**src/design/btw_pkg.sv**
```systemverilog
package btw_pkg;
    // register map, byte address on the wishbone bus
    localparam logic [7:0] CTRL_OFS       = 8'hD3;
    localparam logic [7:0] CTRL_RESET     = 8'h00;
    // status register: counter value, read only
    localparam logic [7:0] COUNT_OFS      = 8'hD4;
    // control field positions
    localparam int         KEY_LSB        = 4;
    localparam int         SEL_LSB        = 2;
    localparam int         CNT_CLR_BIT    = 1;
    localparam int         DIV_CLR_BIT    = 0;
    localparam logic [3:0] WDT_OFF_KEY    = 4'hA;
    // prescaler taps
    localparam int         DIV_WIDTH      = 12;
    localparam logic [11:0] DIV_4096_MAX  = 12'hFFF;
    localparam logic [11:0] DIV_1024_MAX  = 12'h3FF;
    localparam logic [11:0] DIV_128_MAX   = 12'h07F;
    localparam logic [1:0] SEL_4096       = 2'h0;
    localparam logic [1:0] SEL_1024       = 2'h1;
    localparam logic [1:0] SEL_128        = 2'h2;
    localparam logic [7:0] CNT_MAX        = 8'hFF;
    localparam logic [7:0] CNT_RESET      = 8'h00;
endpackage

```
**src/design/btw_prescaler.sv**
```systemverilog
`timescale 1ns/1ps
// free-running divider chain with a tap-select tick output
module btw_prescaler
(
    // clock and reset
    input  wire logic        ref_clk,
    input  wire logic        reset,
    // control
    input  wire logic        clear,
    input  wire logic [1:0]  sel,
    // tick out
    output logic             tick
);
    logic [btw_pkg::DIV_WIDTH-1:0] div_r; // divider chain
    logic [btw_pkg::DIV_WIDTH-1:0] tap_max; // terminal value of selected tap

    // tap decode; code 11 gives no ticks at all
    always_comb
    begin
        case (sel)
            btw_pkg::SEL_4096: tap_max = btw_pkg::DIV_4096_MAX;
            btw_pkg::SEL_1024: tap_max = btw_pkg::DIV_1024_MAX;
            btw_pkg::SEL_128:  tap_max = btw_pkg::DIV_128_MAX;
            default:           tap_max = '0;
        endcase
    end

    // divider counts every clock, clear wins
    always_ff @(posedge ref_clk or posedge reset)
    begin
        if (reset)
            div_r <= '0;
        else if (clear)
            div_r <= '0;
        else
            div_r <= div_r + 12'h001;
    end

    // tick once each time the low tap bits roll over
    assign tick = (sel != 2'h3) && ((div_r & tap_max) == tap_max);
endmodule

```
**src/design/btw_ctrl.sv**
```systemverilog
// Register access over Wishbone is this design's own decision.
`timescale 1ns/1ps
// Overview of operation
// watchdog off only when key nibble equals 1010
// prescaler tap 4096, 1024, 128 by code
// bit0 clears divider, bit1 clears counter
// clear command bits read back as zero
// counter ticks; overflow requests reset when enabled
module btw_ctrl
(
    // clock and reset
    input  wire logic        ref_clk,
    input  wire logic        reset,
    // wishbone slave
    input  wire logic        wb_cyc_i,
    input  wire logic        wb_stb_i,
    input  wire logic        wb_we_i,
    input  wire logic [7:0]  wb_adr_i,
    input  wire logic [31:0] wb_dat_i,
    input  wire logic [3:0]  wb_sel_i,
    output logic [31:0]      wb_dat_o,
    output logic             wb_ack_o,
    // system reset request
    output logic             wdt_reset_req
);
    logic [7:0] ctrl_r;       // key and tap select, clear bits held zero
    logic [7:0] cnt_r;        // basic timer counter
    logic       ack_r;        // bus ack
    logic [31:0] dat_r;       // registered read data
    logic       req_r;        // reset request
    logic       wr_ctrl;      // write strobe to control
    logic       div_clr;      // divider clear pulse
    logic       cnt_clr;      // counter clear pulse
    logic       tick;         // prescaler tick
    logic       wdt_en;       // watchdog armed

    // access only when request new; ack lasts one cycle
    assign wr_ctrl = wb_cyc_i && wb_stb_i && !ack_r && wb_we_i
                     && wb_sel_i[0] && (wb_adr_i == btw_pkg::CTRL_OFS);
    // command bits act as pulses, never stored
    assign div_clr = wr_ctrl && wb_dat_i[btw_pkg::DIV_CLR_BIT];
    assign cnt_clr = wr_ctrl && wb_dat_i[btw_pkg::CNT_CLR_BIT];
    // any key but the magic one keeps the dog armed
    assign wdt_en = ctrl_r[7:btw_pkg::KEY_LSB] != btw_pkg::WDT_OFF_KEY;

    // prescaler with selectable tap
    btw_prescaler u_pre
    (
        .ref_clk (ref_clk),
        .reset   (reset),
        .clear   (div_clr),
        .sel     (ctrl_r[btw_pkg::SEL_LSB+1:btw_pkg::SEL_LSB]),
        .tick    (tick)
    );

    // control register; low two bits always zero
    always_ff @(posedge ref_clk or posedge reset)
    begin
        if (reset)
            ctrl_r <= btw_pkg::CTRL_RESET;
        else if (wr_ctrl)
            ctrl_r <= {wb_dat_i[7:2], 2'b00};
    end

    // bus ack, one cycle, then dropped
    always_ff @(posedge ref_clk or posedge reset)
    begin
        if (reset)
            ack_r <= 1'b0;
        else
            ack_r <= wb_cyc_i && wb_stb_i && !ack_r;
    end

    // read data; unmapped addresses read zero
    always_ff @(posedge ref_clk or posedge reset)
    begin
        if (reset)
            dat_r <= 32'h0000_0000;
        else if (wb_cyc_i && wb_stb_i && !ack_r)
        begin
            case (wb_adr_i)
                btw_pkg::CTRL_OFS:  dat_r <= {24'h000000, ctrl_r};
                btw_pkg::COUNT_OFS: dat_r <= {24'h000000, cnt_r};
                default:            dat_r <= 32'h0000_0000;
            endcase
        end
    end

    // counter: clear wins over tick
    always_ff @(posedge ref_clk or posedge reset)
    begin
        if (reset)
            cnt_r <= btw_pkg::CNT_RESET;
        else if (cnt_clr)
            cnt_r <= btw_pkg::CNT_RESET;
        else if (tick)
            cnt_r <= cnt_r + 8'h01;
    end

    // overflow request, sticky until system reset takes effect
    always_ff @(posedge ref_clk or posedge reset)
    begin
        if (reset)
            req_r <= 1'b0;
        else if (wdt_en && tick && !cnt_clr && cnt_r == btw_pkg::CNT_MAX)
            req_r <= 1'b1;
    end

    assign wb_ack_o = ack_r;
    assign wb_dat_o = dat_r;
    assign wdt_reset_req = req_r;

    // helper logic for the checks below; nothing in the datapath reads it
    logic        bus_new;      // request seen for the first time
    logic [11:0] gap_r;        // cycles since the last tick
    logic        clean_r;      // a whole tap period has run undisturbed

    // a request is fresh while ack has not yet been given
    assign bus_new = wb_cyc_i && wb_stb_i && !ack_r;

    // tick spacing counter; a clear or control write restarts it,
    // since either one may shift the tap phase and cut the first period
    always_ff @(posedge ref_clk or posedge reset)
    begin
        if (reset)
        begin
            gap_r   <= 12'h000;
            clean_r <= 1'b0;
        end
        else if (div_clr || wr_ctrl)
        begin
            gap_r   <= 12'h000;
            clean_r <= 1'b0;
        end
        else if (tick)
        begin
            gap_r   <= 12'h000;
            clean_r <= 1'b1;
        end
        else
            gap_r <= gap_r + 12'h001;
    end

    // command bits never stick in the register
    a_clear_reads_zero: assert property (@(posedge ref_clk) disable iff (reset)
        ctrl_r[1:0] == 2'b00) else $error("clear bits not zero");

    // a counter clear lands on the next edge, even against a tick
    a_cnt_clear: assert property (@(posedge ref_clk) disable iff (reset)
        cnt_clr |=> cnt_r == 8'h00) else $error("counter not cleared");

    // overflow while armed raises the request one cycle later
    a_overflow_req: assert property (@(posedge ref_clk) disable iff (reset)
        wdt_en && tick && !cnt_clr && cnt_r == 8'hFF |=> req_r)
        else $error("overflow missed");

    // a disarmed dog never raises a new request
    a_no_req_off: assert property (@(posedge ref_clk) disable iff (reset)
        !wdt_en && !req_r |=> !req_r) else $error("request while disabled");

    // writing the off key disarms the dog from the next cycle
    a_key_decode: assert property (@(posedge ref_clk) disable iff (reset)
        wr_ctrl && wb_dat_i[7:4] == 4'hA |=> !wdt_en)
        else $error("off key did not disarm");

    // any other key arms it; near misses of the key must not disarm
    a_key_armed: assert property (@(posedge ref_clk) disable iff (reset)
        wr_ctrl && wb_dat_i[7:4] != 4'hA |=> wdt_en)
        else $error("other key did not arm");

    // the fastest tap never ticks two cycles running
    a_tick_128: assert property (@(posedge ref_clk) disable iff (reset)
        tick && ctrl_r[3:2] == 2'h2 && !div_clr && !$changed(ctrl_r) |=> !tick)
        else $error("tick too long");

    // the middle tap never ticks two cycles running
    a_tick_1024: assert property (@(posedge ref_clk) disable iff (reset)
        tick && ctrl_r[3:2] == 2'h1 && !div_clr && !$changed(ctrl_r) |=> !tick)
        else $error("tick too long on 1024");

    // the slowest tap never ticks two cycles running
    a_tick_4096: assert property (@(posedge ref_clk) disable iff (reset)
        tick && ctrl_r[3:2] == 2'h0 && !div_clr && !$changed(ctrl_r) |=> !tick)
        else $error("tick too long on 4096");

    // the invalid code gives no ticks at all
    a_sel_invalid: assert property (@(posedge ref_clk) disable iff (reset)
        ctrl_r[3:2] == 2'h3 |-> !tick) else $error("tick on invalid code");

    // each tick moves the count by exactly one, wrapping at the top
    a_cnt_step: assert property (@(posedge ref_clk) disable iff (reset)
        tick && !cnt_clr |=> cnt_r == $past(cnt_r) + 8'h01)
        else $error("counter did not step");

    // ack is a single-cycle pulse
    a_ack_pulse: assert property (@(posedge ref_clk) disable iff (reset)
        ack_r |=> !ack_r) else $error("ack held");

    // every fresh request is answered on the very next edge
    a_ack_latency: assert property (@(posedge ref_clk) disable iff (reset)
        bus_new |=> ack_r) else $error("ack late");

    // ack only follows a request that was present the cycle before
    a_ack_cause: assert property (@(posedge ref_clk) disable iff (reset)
        ack_r |-> $past(wb_cyc_i && wb_stb_i))
        else $error("ack without request");

    // no request, no ack on the next edge
    a_ack_idle: assert property (@(posedge ref_clk) disable iff (reset)
        !(wb_cyc_i && wb_stb_i) |=> !ack_r)
        else $error("ack while idle");

    // registers are one byte wide, the upper lanes always read zero
    a_dat_upper: assert property (@(posedge ref_clk) disable iff (reset)
        wb_dat_o[31:8] == 24'h000000) else $error("upper read lanes not zero");

    // read data stand until the next access is taken
    a_dat_hold: assert property (@(posedge ref_clk) disable iff (reset)
        !bus_new |=> $stable(wb_dat_o))
        else $error("read data moved between accesses");

    // a control write stores key and tap select as written
    a_ctrl_store: assert property (@(posedge ref_clk) disable iff (reset)
        wr_ctrl |=> ctrl_r[7:2] == $past(wb_dat_i[7:2]))
        else $error("control write lost");

    // without a write the control register holds
    a_ctrl_hold: assert property (@(posedge ref_clk) disable iff (reset)
        !wr_ctrl |=> $stable(ctrl_r)) else $error("control changed unasked");

    // a write with byte lane 0 off is acked but leaves the register alone
    a_lane_off: assert property (@(posedge ref_clk) disable iff (reset)
        bus_new && wb_we_i && !wb_sel_i[0] |=> $stable(ctrl_r))
        else $error("write without lane 0 taken");

    // a divider clear restarts the chain, so no tick follows at once
    a_div_clear: assert property (@(posedge ref_clk) disable iff (reset)
        div_clr |=> !tick) else $error("tick right after divider clear");

    // a zero in the clear bits leaves the count to the ticks
    a_cnt_hold: assert property (@(posedge ref_clk) disable iff (reset)
        !tick && !cnt_clr |=> $stable(cnt_r))
        else $error("count moved without tick");

    // code 11 freezes the count unless software clears it
    a_cnt_frozen: assert property (@(posedge ref_clk) disable iff (reset)
        ctrl_r[3:2] == 2'h3 && !cnt_clr |=> $stable(cnt_r))
        else $error("count moved on invalid code");

    // whole tap periods, measured by the helper; the gap count at
    // each tick reads one less than the divide ratio
    a_period_4096: assert property (@(posedge ref_clk) disable iff (reset)
        tick && clean_r && ctrl_r[3:2] == btw_pkg::SEL_4096 |-> gap_r == btw_pkg::DIV_4096_MAX)
        else $error("tick period not 4096");

    a_period_1024: assert property (@(posedge ref_clk) disable iff (reset)
        tick && clean_r && ctrl_r[3:2] == btw_pkg::SEL_1024 |-> gap_r == btw_pkg::DIV_1024_MAX)
        else $error("tick period not 1024");

    a_period_128: assert property (@(posedge ref_clk) disable iff (reset)
        tick && clean_r && ctrl_r[3:2] == btw_pkg::SEL_128 |-> gap_r == btw_pkg::DIV_128_MAX)
        else $error("tick period not 128");

    // the top of the count wraps back to zero
    a_cnt_wrap: assert property (@(posedge ref_clk) disable iff (reset)
        tick && !cnt_clr && cnt_r == btw_pkg::CNT_MAX |=> cnt_r == btw_pkg::CNT_RESET)
        else $error("count did not wrap");

    // once raised the request stays until a system reset; disarming
    // afterwards must not hide an overflow that already happened
    a_req_sticky: assert property (@(posedge ref_clk) disable iff (reset)
        req_r |=> req_r) else $error("request dropped");

    // the request rises only from an overflow while armed
    a_req_cause: assert property (@(posedge ref_clk) disable iff (reset)
        $rose(req_r) |-> $past(wdt_en && tick && cnt_r == btw_pkg::CNT_MAX))
        else $error("request without overflow");

    // reads return the addressed register as it stood when taken
    a_read_ctrl: assert property (@(posedge ref_clk) disable iff (reset)
        bus_new && wb_adr_i == btw_pkg::CTRL_OFS |=> wb_dat_o[7:0] == $past(ctrl_r))
        else $error("control read wrong");

    a_read_count: assert property (@(posedge ref_clk) disable iff (reset)
        bus_new && wb_adr_i == btw_pkg::COUNT_OFS |=> wb_dat_o[7:0] == $past(cnt_r))
        else $error("count read wrong");

    // unmapped places read zero
    a_read_unmapped: assert property (@(posedge ref_clk) disable iff (reset)
        bus_new && wb_adr_i != btw_pkg::CTRL_OFS && wb_adr_i != btw_pkg::COUNT_OFS
        |=> wb_dat_o == 32'h0000_0000)
        else $error("unmapped read not zero");

    // the command bits act only through a taken write to the control place;
    // a stray pulse here would silently reset the dog's count
    a_clr_source: assert property (@(posedge ref_clk) disable iff (reset)
        !wr_ctrl |-> !div_clr && !cnt_clr)
        else $error("clear pulse without write");

    // a clear bit written as one is seen as one pulse, not held
    a_clr_pulse: assert property (@(posedge ref_clk) disable iff (reset)
        cnt_clr |=> !cnt_clr) else $error("counter clear held");

    // the armed state follows the stored key and nothing else
    a_arm_hold: assert property (@(posedge ref_clk) disable iff (reset)
        !wr_ctrl |=> $stable(wdt_en)) else $error("arming changed unasked");

    // the control register leaves reset with the dog armed on the slow tap;
    // checked on the first edge after reset falls, when no write can have landed
    a_reset_armed: assert property (@(posedge ref_clk) disable iff (reset)
        $fell(reset) |-> wdt_en) else $error("dog not armed after reset");
endmodule

```
**config.mk**
```make
export PLATFORM = sky130hd
export DESIGN_NAME = btw_ctrl
export DESIGN_NICKNAME = d
export VERILOG_FILES = /design/src/design/btw_pkg.sv /design/src/design/btw_prescaler.sv /design/src/design/btw_ctrl.sv
export SDC_FILE = /design/constraint.sdc
export NUM_CORES = 1
export LEC_CHECK = 0
export BUFFER_PORTS_ARGS = -buffer_cell sky130_fd_sc_hd__buf_2
export CORE_ASPECT_RATIO = 1.25
export CORE_UTILIZATION = 45
export DETAILED_ROUTE_END_ITERATION = 16
export PLACE_DENSITY = 0.86
export REMOVE_ABC_BUFFERS = 1
export SLEW_MARGIN = 20
export SYNTH_ARGS = -nofsm -noshare
export SYNTH_HDL_FRONTEND = slang
export SYNTH_SLANG_ARGS = --single-unit
```
**constraint.sdc**
```tcl
create_clock -name ref_clk -period 1.9 [get_ports ref_clk]
set_input_delay 0.095 -clock ref_clk [delete_from_list [all_inputs] [get_ports ref_clk]]
set_output_delay 0.095 -clock ref_clk [all_outputs]
set_load 0.03 [all_outputs]
```
# Yosys cells after proc, flatten, opt, wreduce, memory -nomap -nowiden

Index checks and enable logic that the tools add are counted.

Add/sub/neg operators: 2
Multipliers: 0
Divide/modulo/power cells: 0
Magnitude comparators: 0
Eq/ne operators: 8
Shift operators: 0
Mux-type cells: 5
Bitwise logic cells: 1
Reduce and logical (&&, ||, !) cells: 15

Operators with widths:

| kind                                           | count |
|---|---|
| one-hot mux 12 bit (3 select lines)            | 1 |
| == test 8 bit (second input constant)          | 3 |
| two-way mux 8 bit                              | 2 |
| one-hot mux 8 bit (2 select lines)             | 1 |
| adder 12 x 1 -> 12 bit (second input constant) | 1 |
| AND 12 bit                                     | 1 |
| == test 12 bit                                 | 1 |
| two-way mux 12 bit                             | 1 |
| logical AND 1 bit                              | 11 |
| adder 8 x 1 -> 8 bit (second input constant)   | 1 |
| != test 4 bit (second input constant)          | 1 |
| == test 2 x 1 -> 1 bit (second input constant) | 1 |
| == test 2 bit (second input constant)          | 1 |
| zero test 1 bit                                | 2 |
| zero test 2 bit                                | 1 |
| != test 2 bit (second input constant)          | 1 |
| nonzero test 2 bit                             | 1 |

Register bits after elaboration: 60
Bits in latches: 0
RAM bits: 0
Bits in read-only memories: 0
Bits of input ports: 49
Word-level logic and storage cells: 37
Memories: 0

# Logic depth before layout (Yosys ltp)

Gate-level depths: netlist (run 1).

Depth in word-level cells: 9
Gate-level depth with buffers: 6
Mapped depth without buffers: 5

# Modules after synthesis

Synthesis (run 1) repeated with hierarchy kept, for this count alone.

Cells, all modules: 195
Area total of the unflattened synthesis: 2013.2 um2

Modules (own cells, without submodules):

| module        | times used | cells each | area an instance (um2) | seq. area each (um2) |
|---|---|---|---|---|
| btw_ctrl      | 1          | 136        | 1427.6                 | 600.6 |
| btw_prescaler | 1          | 59         | 585.6                  | 300.3 |

# Least setup slack after synthesis (run 1)

OpenSTA, ideal clock, no wires.

Path kind: reg-to-reg
Start point: register ack_r (netlist: wb_ack_o)
End point: register u_pre.div_r[10] (netlist bit)
Setup time: 0.121 ns
Data arrival time: 1.680 ns
Path slack: 0.098 ns
Stages on the path, launching flop included: 6
Clock period less this slack: 1.802 ns
Cell sequence: dfrtp_1 > nand3b_2 > nor4_4 > and2_1 > buf_2 > nor2_1

Cells in the longest elaborated chain, start to end: 7

Ends and longest elaborated chain:

| element                        | line                | text |
|---|---|---|
| from (decl)                    | btw_ctrl.sv:28      | `logic ack_r;` |
| from (signal assigned)         | btw_ctrl.sv:71      | `ack_r <= wb_cyc_i && wb_stb_i && !ack_r;` |
| zero test 1 bit                | n/a                 |  |
| logical AND 1 bit              | n/a                 |  |
| logical AND 1 bit              | btw_ctrl.sv:38      | `assign wr_ctrl = wb_cyc_i && wb_stb_i && !ack_r && wb_we_i` |
| logical AND 1 bit (2 in a row) | btw_ctrl.sv:39      | `&& wb_sel_i[0] && (wb_adr_i == btw_pkg::CTRL_OFS);` |
| logical AND 1 bit              | btw_ctrl.sv:41      | `assign div_clr = wr_ctrl && wb_dat_i[btw_pkg::DIV_CLR_BIT];` |
| two-way mux 12 bit             | btw_prescaler.sv:33 | `else if (clear)` |
| to (signal assigned)           | btw_prescaler.sv:36 | `div_r <= div_r + 12'h001;` |
| to (decl)                      | btw_prescaler.sv:14 | `logic [btw_pkg::DIV_WIDTH-1:0] div_r;` |

No other way between the ends.
A chain may end at the register's enable or synchronous reset.

# Worst setup path in the final report (run 1)

Start point: register u_pre.div_r[0] (netlist bit)
End point: register cnt_r[6]

Cells in the longest elaborated chain, start to end: 4

Ends and longest elaborated chain:

| element                      | line                | text |
|---|---|---|
| AND 12 bit                   | btw_prescaler.sv:40 | `assign tick = (sel != 2'h3) && ((div_r & tap_max) == tap_max);` |
| == test 12 bit               | btw_prescaler.sv:40 |  |
| logical AND 1 bit            | btw_prescaler.sv:40 |  |
| nonzero test 2 bit (no line) | n/a                 |  |
| to (signal assigned)         | btw_ctrl.sv:93      | `cnt_r <= btw_pkg::CNT_RESET;` |
| to (signal assigned)         | btw_ctrl.sv:95      | `cnt_r <= btw_pkg::CNT_RESET;` |
| to (signal assigned)         | btw_ctrl.sv:97      | `cnt_r <= cnt_r + 8'h01;` |
| to (decl)                    | btw_ctrl.sv:27      | `logic [7:0] cnt_r;` |

No other way between the ends.

==> results of run 1 <==
-- layout by cell type (no fill, tap or decap), types with 2 or more instances in the layout --
cell type / instances
a21oi_1: 8
a221oi_1: 6
and3_1: 2
and4_1: 3
buf_2: 31
buf_4: 6
clkbuf_8: 5
conb_1: 24
dfrtp_1: 36
ha_1: 2
inv_1: 5
mux2_2: 6
nand2_1: 9
nand3_1: 8
nand4_1: 3
nor2_1: 28
nor3_1: 4
nor4bb_1: 2
o31ai_1: 6
or4_1: 6
xnor2_1: 9
-- flip-flops by register name (all words and copies together), names as in the netlist --
signal         cells
u_pre.div_r       12
wb_ack_o           1
wdt_reset_req      1
wb_dat_o           8
cnt_r              8
ctrl_r             6
-- through the flow --
step / hold WS, ns / total power, mW
after floorplan: 0.2467 / 1.161
after global placement: 0.2287 / 1.238
after detailed placement: 0.2156 / 1.252
after CTS: 0.03773 / 1.755
after global routing: 0.03970 / 1.837
final: 0.04390 / 1.741
-- area by class of cell --
| type | instances | area share |
|---|---|---|
| tap | 56 | 0.03209 |
| clock buffer | 6 | 0.03324 |
| multi-input combinational | 146 | 0.4132 |
| clock inverter | 1 | 0.002292 |
| timing repair buffer | 38 | 0.09628 |
| sequential | 36 | 0.4126 |
| inverter | 6 | 0.01032 |
-- power groups by stage --
stage | sequential [mW] | combinational [mW] | clock (mW)
final | 0.923 | 0.314 | 0.504
after global routing | 0.935 | 0.350 | 0.551
after CTS | 0.924 | 0.317 | 0.514
after detailed placement | 0.935 | 0.316 | 0
after global placement | 0.933 | 0.306 | 0
after floorplan | 0.964 | 0.198 | 0
-- repair_timing --
action,4_1_cts,5_1_grt
hold buffers,1,0
endpoints found under the hold margin,36,0
endpoints found under the setup margin,0,0
-- metal layers --
metal | vias to the layer above | wire, um
met5 | - | 0
met4 | 0 | 61
met3 | 6 | 201
met2 | 55 | 1888
met1 | 737 | 1490
li1 | 719 | -
-- path summary, 6_finish.rpt --
| path | start | to | slack, ns | depth (start not counted) |
|---|---|---|---|---|
| setup / recovery | u_pre.div_r[0] | cnt_r[6] | 0.13 | 4 |
| hold / removal | wb_dat_i[7] | ctrl_r[7] | 0.04 | 2 |
| setup reg to reg | u_pre.div_r[0] | cnt_r[6] | 0.13 | 4 |
| hold reg to reg | wdt_reset_req | wdt_reset_req | 0.46 | 1 |
| max in group asynchronous | reset | u_pre.div_r[5] | 1.13 | 4 |
| min in group asynchronous | reset | wb_dat_o[4] | 0.46 | 4 |
-- cells by family after synthesis --
family,share of synthesized area
AO/OA/AOI/OAI,0.08515
XOR/XNOR,0.04482
adder cells (fa/ha/maj),0.01280
buffers and inverters,0.1216
flip-flops,0.4609
multiplexers,0.03457
other,0.001919
AND/OR/NAND/NOR,0.2382
-- critical path, stage by stage (launching register included) --
cell and delay (ns):
dfrtp_1 0.40, nand4_2 0.17, or2_1 0.40, or4_1 0.57
a21oi_1 0.15
==> results_dict.tcl, run 1 <==
set metrics [dict create \
    cts-resized-gates 0 \
    async_flop_share 1.000 \
    syn_area_um2 1954 \
    pwr-share-seq 0.530 \
    switchingPower_uw 537.8 \
    firstDrtPassIters 4 \
    synth_cells 196 \
    multi_input_area_um2 902.1 \
    drc 0 \
    numCtsBuffers 5 \
    clk_latency_ns 0.28 \
    crit_required_ns 2.11 \
    io_buffers 31 \
    cts_setup_buffers 0 \
    yosysUniqueCellTypes 43 \
    htreeDepth 2 \
    routabilityCongestion 0.7408 \
    overflow 0 \
    slew_violations 0 \
    grt_pass1_vias 1442 \
    crit_path_max_fanout 14 \
    peakVddDrop_mv 0.3139 \
    clockBufferDepth 2 \
    insertedDiodeCount 0 \
    fmax_mhz 565.6 \
    finish.instance_area_um2 2183 \
    dp.cells 281 \
    routed_wirelength_mm 3.641 \
    p_comb_frac 0.180 \
    synth_ff_type "dfrtp_1" \
    setup_viol 0 \
    synth_top_area_share 0.4609 \
    fp.coreArea_um2 4131 \
    avgRoutedWirePerCell_um 12.60 \
    synth_edf_count 0 \
    synth_area_leader_cell "dfrtp_1" \
    synth_commonest_cells "dfrtp_1, nor2_1, buf_4, nand2_1, xnor2_1" \
    cts_root_buffer "clkbuf_8" \
    clk_pin_slew_worst_paths_ns 0.07 \
    seq_area_um2 900.9 \
    syn_area_per_cell_um2 9.971 \
    grt_use_total 0.1848 \
    final.setup.tns_ns 0 \
    ys_warn_count 0 \
    placed_cell_area_um2 2096 \
    met1_usage 0.2143 \
    rows 26 \
    worst_slack_ns 0.1321 \
    ant_nets 0 \
    netlist_top_cells_area "dfrtp_1, buf_4, nor2_1" \
    num-nets-final 284 \
    place_hpwl_mm 2.655 \
    finClkSkew_ns 0.004207 \
    p_int_mw 1.203 \
    period_minus_slack_ns 1.768 \
    crit_path_start_kind "flop" \
    grt_use_met2 0.3126 \
    hp-class "in2reg" \
    grt_start_max_net_pins 37 \
    die_w_um 60.95 \
    cts_tree "yes" \
    busiest_layer "met2" \
    rsz0062_at_grt "false" \
    cp_data_arrival_time_ns 1.98 \
    status "complete, no violations" \
    final_hold_viol_count 0 \
    synth_most_common_cell "dfrtp_1" \
    post_drt_via_cell_ratio 5.249 \
    ys_seq_elements 36 \
    ioPinCount 83 \
    period_share 0.9305 \
    fp.dieH_um 75.68 \
    place_ws_ns 0.1476 \
    clockPowerShare 0.289 \
    end_kind "flop" \
    met3_usage 0.05603 \
    num_vias 1517 \
    p_leak_nw 1.000 \
    cts_sinks 36 \
    power_density_nw_per_um2 797.2 \
    drt_iter0_markers 43 \
    fill_cells 392 \
    die-area_um2 4612 \
    area_growth_pct 11.72 \
    grt_pass1_wl_mm 6.175 \
    p_sw_frac 0.3090 \
    yosysSeqAreaShare 0.4609 \
    maxCapViolCount 0 \
    start_util 0.4730 \
    fin_cells 289 \
    criticalPathCategory "reg2reg" \
    final_util 0.5285 \
    tightest_slew_ns 0.5173 \
    slew_headroom 0.6551 \
    antenna_found_initial 0 \
    drive_gt1_frac 0.2318 \
]
Note: power is estimated with default switching activity, not from simulation.
==> run 2: changes to the inputs <==
Settings changed: RECOVER_POWER set to 100.
==> run 2 against run 1 <==
Net effect:
- register-to-register slack got worse by 0.04 ns
- die area unchanged
- hold slack barely moved
- global-route usage is the same
- sequential power barely moved
- routed wire length fell by 0.71%
- final cell count stayed put
- non-clock buffer count is the same
- clock skew grew 0.00066 ns
- first-iteration DRC count grew 19%
- power down 0.56%
- clock power is essentially flat
- largest power group unchanged
==> results_dict.tcl, run 2 (synthesis gave the netlist of run 1 again) <==
set metrics [dict create \
    fp.dieH_um 75.68 \
    maxCapViolCount 0 \
    area_growth_pct 9.731 \
    crit_path_max_fanout 4 \
    final.setup.tns_ns 0 \
    htreeDepth 2 \
    period_minus_slack_ns 1.806 \
    hold_buffers 1 \
    setup_viol 0 \
    rows 26 \
    slew_violations 0 \
    drive_gt1_frac 0.1674 \
    cts_setup_buffers 0 \
    num_vias 1527 \
    antenna_found_initial 0 \
    slew_headroom 0.4208 \
    crit_required_ns 2.07 \
    cp_data_arrival_time_ns 1.97 \
    grt_pass1_vias 1442 \
    rsz0062_at_grt "false" \
    grt_use_total 0.1848 \
    die_w_um 60.95 \
    avgRoutedWirePerCell_um 12.51 \
    die-area_um2 4612 \
    fin_cells 289 \
    power_density_nw_per_um2 807.1 \
    num-nets-final 284 \
    ant_nets 0 \
    cts-resized-gates 0 \
    largest-register "u_pre.div_r" \
    start_util 0.4730 \
    p_leak_nw 0.9366 \
    end_kind "flop" \
    clockBufferDepth 2 \
    overflow 0 \
    peakVddDrop_mv 0.3085 \
    largest_register_ffs 12 \
    fill_cells 404 \
    cts_sinks 36 \
    firstDrtPassIters 4 \
    cts_tree "yes" \
    insertedDiodeCount 0 \
    period_share 0.9503 \
    clk_pin_slew_worst_paths_ns 0.07 \
    routed_wirelength_mm 3.615 \
    io_buffers 31 \
    final_cell_mix "dfrtp_1, nor2_1, conb_1" \
    crit_path_start_kind "flop" \
    grt_pass1_wl_mm 6.175 \
    ioPinCount 83 \
    final_hold_viol_count 0 \
    dp.cells 281 \
    grt_start_max_net_pins 37 \
    finClkSkew_ns 0.004866 \
    place_hpwl_mm 2.655 \
    clk_latency_ns 0.28 \
    fmax_mhz 553.8 \
    post_drt_via_cell_ratio 5.284 \
    drc 0 \
    numCtsBuffers 5 \
    tightest_slew_ns 0.8688 \
    fp.coreArea_um2 4131 \
    drt_iter0_markers 51 \
    cts_root_buffer "clkbuf_8" \
    status "complete, no violations" \
    hp-class "in2reg" \
    criticalPathCategory "reg2reg" \
    mostFrequentLayoutCell "dfrtp_1" \
    routabilityCongestion 0.7408 \
]
==> run 2: worst paths after layout <==
check                         startpoint              to  slack [ns]  cells past startpoint
setup reg to reg                wb_ack_o       ctrl_r[4]        0.09                      4
max in group asynchronous          reset  u_pre.div_r[2]        0.75                      4
min in group asynchronous          reset       ctrl_r[5]        0.62                      4
hold reg to reg            wdt_reset_req   wdt_reset_req        0.46                      1
hold / removal               wb_dat_i[7]       ctrl_r[7]        0.04                      2
setup / recovery                wb_ack_o       ctrl_r[4]        0.09                      4
==> run 2: per-layer routing <==
metal | global-route usage | share of wire | vias to the layer above
li1 | - | - | 723
met2 | 0.3126 | 0.51 | 69
met4 | 0.08333 | 0.017 | 0
met1 | 0.2143 | 0.41 | 729
met5 | 0 | 0 | -
met3 | 0.05603 | 0.061 | 6
==> run 2: critical path, cell delays in order, from the launching register on <==
cell and delay, ns:
dfrtp_1 0.37, nand3b_1 0.24, nor4_2 0.44, clkbuf_1 0.26, mux2_2 0.37
==> run 2: through the flow <==
| step | hold slack [ns] | util | power, mW | setup WS, ns | instance area, um^2 |
|---|---|---|---|---|---|
| after floorplan | 0.2467 | - | 1.161 | 0.09659 | 1826 |
| after global placement | 0.2287 | 0.5073 | 1.238 | 0.2017 | 2096 |
| after detailed placement | 0.2156 | 0.5073 | 1.252 | 0.1476 | 2096 |
| after CTS | 0.03773 | 0.5285 | 1.755 | 0.1266 | 2183 |
| after global routing | 0.03984 | 0.5191 | 1.827 | 0.01542 | 2145 |
| final | 0.04397 | 0.5191 | 1.731 | 0.09438 | 2145 |
==> run 2: final cells by class <==
type	count	area [um^2]	area share
well taps	56	70.07	0.03267
clock inverters	1	5.005	0.002334
inverters	6	22.52	0.01050
repair buffers	38	183.9	0.08576
clock buffers	6	72.57	0.03384
multi-input cells	146	889.6	0.4148
flip-flops and latches	36	900.9	0.4201
==> run 2: report_power, final <==
group          switching, mW  leakage (nW)  internal (mW)
registers             0.0772         0.439          0.847
clock network          0.254        0.0410          0.249
logic                  0.205         0.457         0.0984
==> run 3: changes to the inputs <==
Settings changed: CORE_UTILIZATION 45 to 35, PLACE_DENSITY 0.86 to 0.72.
Clock period 1.9 ns to 2.1 ns, I/O delays scaled along.
==> run 3 against run 2 <==
Net effect:
- count of clock-buffer cells in the layout rose by 1
- clock skew about the same
- clock power increased by 4.0%
- combinational power is 9.9% lower
- global-route usage fell by 4.8 points
- setup slack improved by 0.13 ns
- power down 5.8%
- maximum frequency is 3.6% lower
- final area grew 0.76%
- final cell count grew 1.7%
- non-clock buffer count is 3 lower
- critical endpoint is now cnt_r[7]
- largest cell class unchanged
- largest power group unchanged
- highest routed layer unchanged
==> results_dict.tcl, run 3 (synthesis gave the netlist of run 1 again) <==
set metrics [dict create \
    cp_data_arrival_time_ns 2.08 \
    slew_headroom 0.4122 \
    drc 0 \
    overflow 0 \
    avgRoutedWirePerCell_um 12.30 \
    criticalPathCategory "reg2reg" \
    hold_buffers 1 \
    slew_violations 0 \
    clk_latency_ns 0.28 \
    routed_wirelength_mm 3.617 \
    end_kind "flop" \
    clk_pin_slew_worst_paths_ns 0.07 \
    antenna_found_initial 0 \
    crit_path_max_fanout 18 \
    grt_use_total 0.1369 \
    rows 30 \
    firstDrtPassIters 4 \
    final_hold_viol_count 0 \
    largest-register "u_pre.div_r" \
    area_growth_pct 10.56 \
    mostFrequentLayoutCell "dfrtp_1" \
    crit_required_ns 2.31 \
    clockBufferDepth 2 \
    fill_cells 541 \
    fp.coreArea_um2 5405 \
    p_leak_nw 0.9524 \
    crit_path_start_kind "flop" \
    period_minus_slack_ns 1.873 \
    cts-resized-gates 0 \
    peakVddDrop_mv 0.3201 \
    rsz0062_at_grt "false" \
    final_cell_mix "dfrtp_1, nor2_1, conb_1" \
    cts_sinks 36 \
    place_hpwl_mm 2.653 \
    final.setup.tns_ns 0 \
    htreeDepth 2 \
    ant_nets 0 \
    largest_register_ffs 12 \
    hp-class "in2reg" \
    crit_slowest_cell "or4_1" \
    io_buffers 31 \
    drive_gt1_frac 0.1652 \
    worst_path_largest_cell_delay_ns 0.57 \
    grt_pass1_wl_mm 6.058 \
    period_share 0.8918 \
    cts_root_buffer "clkbuf_8" \
    power_density_nw_per_um2 754.2 \
    setup_viol 0 \
    die-area_um2 5888 \
    routabilityCongestion 0.7537 \
    grt_pass1_vias 1321 \
    ioPinCount 83 \
    tightest_slew_ns 0.8817 \
    maxCapViolCount 0 \
    finClkSkew_ns 0.005087 \
    drt_iter0_markers 56 \
    fp.dieH_um 85.55 \
    placed_cell_area_um2 2083 \
    cts_setup_buffers 0 \
    finish.instance_area_um2 2161 \
    grt_start_max_net_pins 37 \
    insertedDiodeCount 0 \
    fmax_mhz 534.0 \
    numCtsBuffers 5 \
    num_vias 1489 \
    status "complete, no violations" \
    cts_tree "yes" \
    cp_cell_sequence "nand4_1, or2_1, or4_1, a21oi_1" \
    die_w_um 68.84 \
    num-nets-final 281 \
    start_util 0.3616 \
    post_drt_via_cell_ratio 5.065 \
]
==> run 3: area by class of cell <==
type | instances | area, um^2 | area share
clock buffers | 7 | 96.34 | 0.04459
inverters | 6 | 22.52 | 0.01042
multi-input cells | 146 | 895.9 | 0.4146
flip-flops and latches | 36 | 900.9 | 0.4169
well taps | 64 | 80.08 | 0.03706
repair buffers | 35 | 165.2 | 0.07643
==> run 3: final timing paths <==
| kind | start | endpoint | slack, ns | depth (start not counted) |
|---|---|---|---|---|
| worst min-delay path | wb_dat_i[7] | ctrl_r[7] | 0.05 | 2 |
| worst max register to register | u_pre.div_r[2] | cnt_r[7] | 0.23 | 4 |
| max in group asynchronous | reset | cnt_r[4] | 0.91 | 4 |
| min in group asynchronous | reset | ctrl_r[5] | 0.64 | 4 |
| worst max-delay path | u_pre.div_r[2] | cnt_r[7] | 0.23 | 4 |
| worst min register to register | wdt_reset_req | wdt_reset_req | 0.46 | 1 |
==> run 3: metal layers <==
metal	up-vias	share of wire	GRT usage
li1	714	-	-
met1	729	0.42	0.1671
met2	41	0.52	0.2255
met3	5	0.048	0.03856
met4	0	0.016	0.05009
met5	-	0	0
==> run 3: metrics by stage <==
step                        util  worst slack [ns]  hold WS [ns]  total power, mW  std cells
after floorplan                -            0.2966        0.2567            1.051        188
after global placement    0.3854            0.2643        0.2370            1.119        286
after detailed placement  0.3854            0.2082        0.2343            1.131        286
after CTS                 0.4051            0.1952       0.04752            1.658        294
after global routing      0.3998           0.07363       0.04539            1.710        294
final                     0.3998            0.2273       0.05088            1.630        294
==> run 3: power by group <==
| group | leakage (nW) | switching (mW) | internal (mW) |
|---|---|---|---|
| registers | 0.439 | 0.0663 | 0.766 |
| logic | 0.463 | 0.186 | 0.0877 |
| clock network | 0.0503 | 0.231 | 0.292 |
| total | 0.952 | 0.484 | 1.15 |
==> run 3: critical path, delay by kind of cell, from the launching register on <==
family,cells,cell delay [ns]
simple gates,3,1.21
flops,1,0.41
compound gates,1,0.17
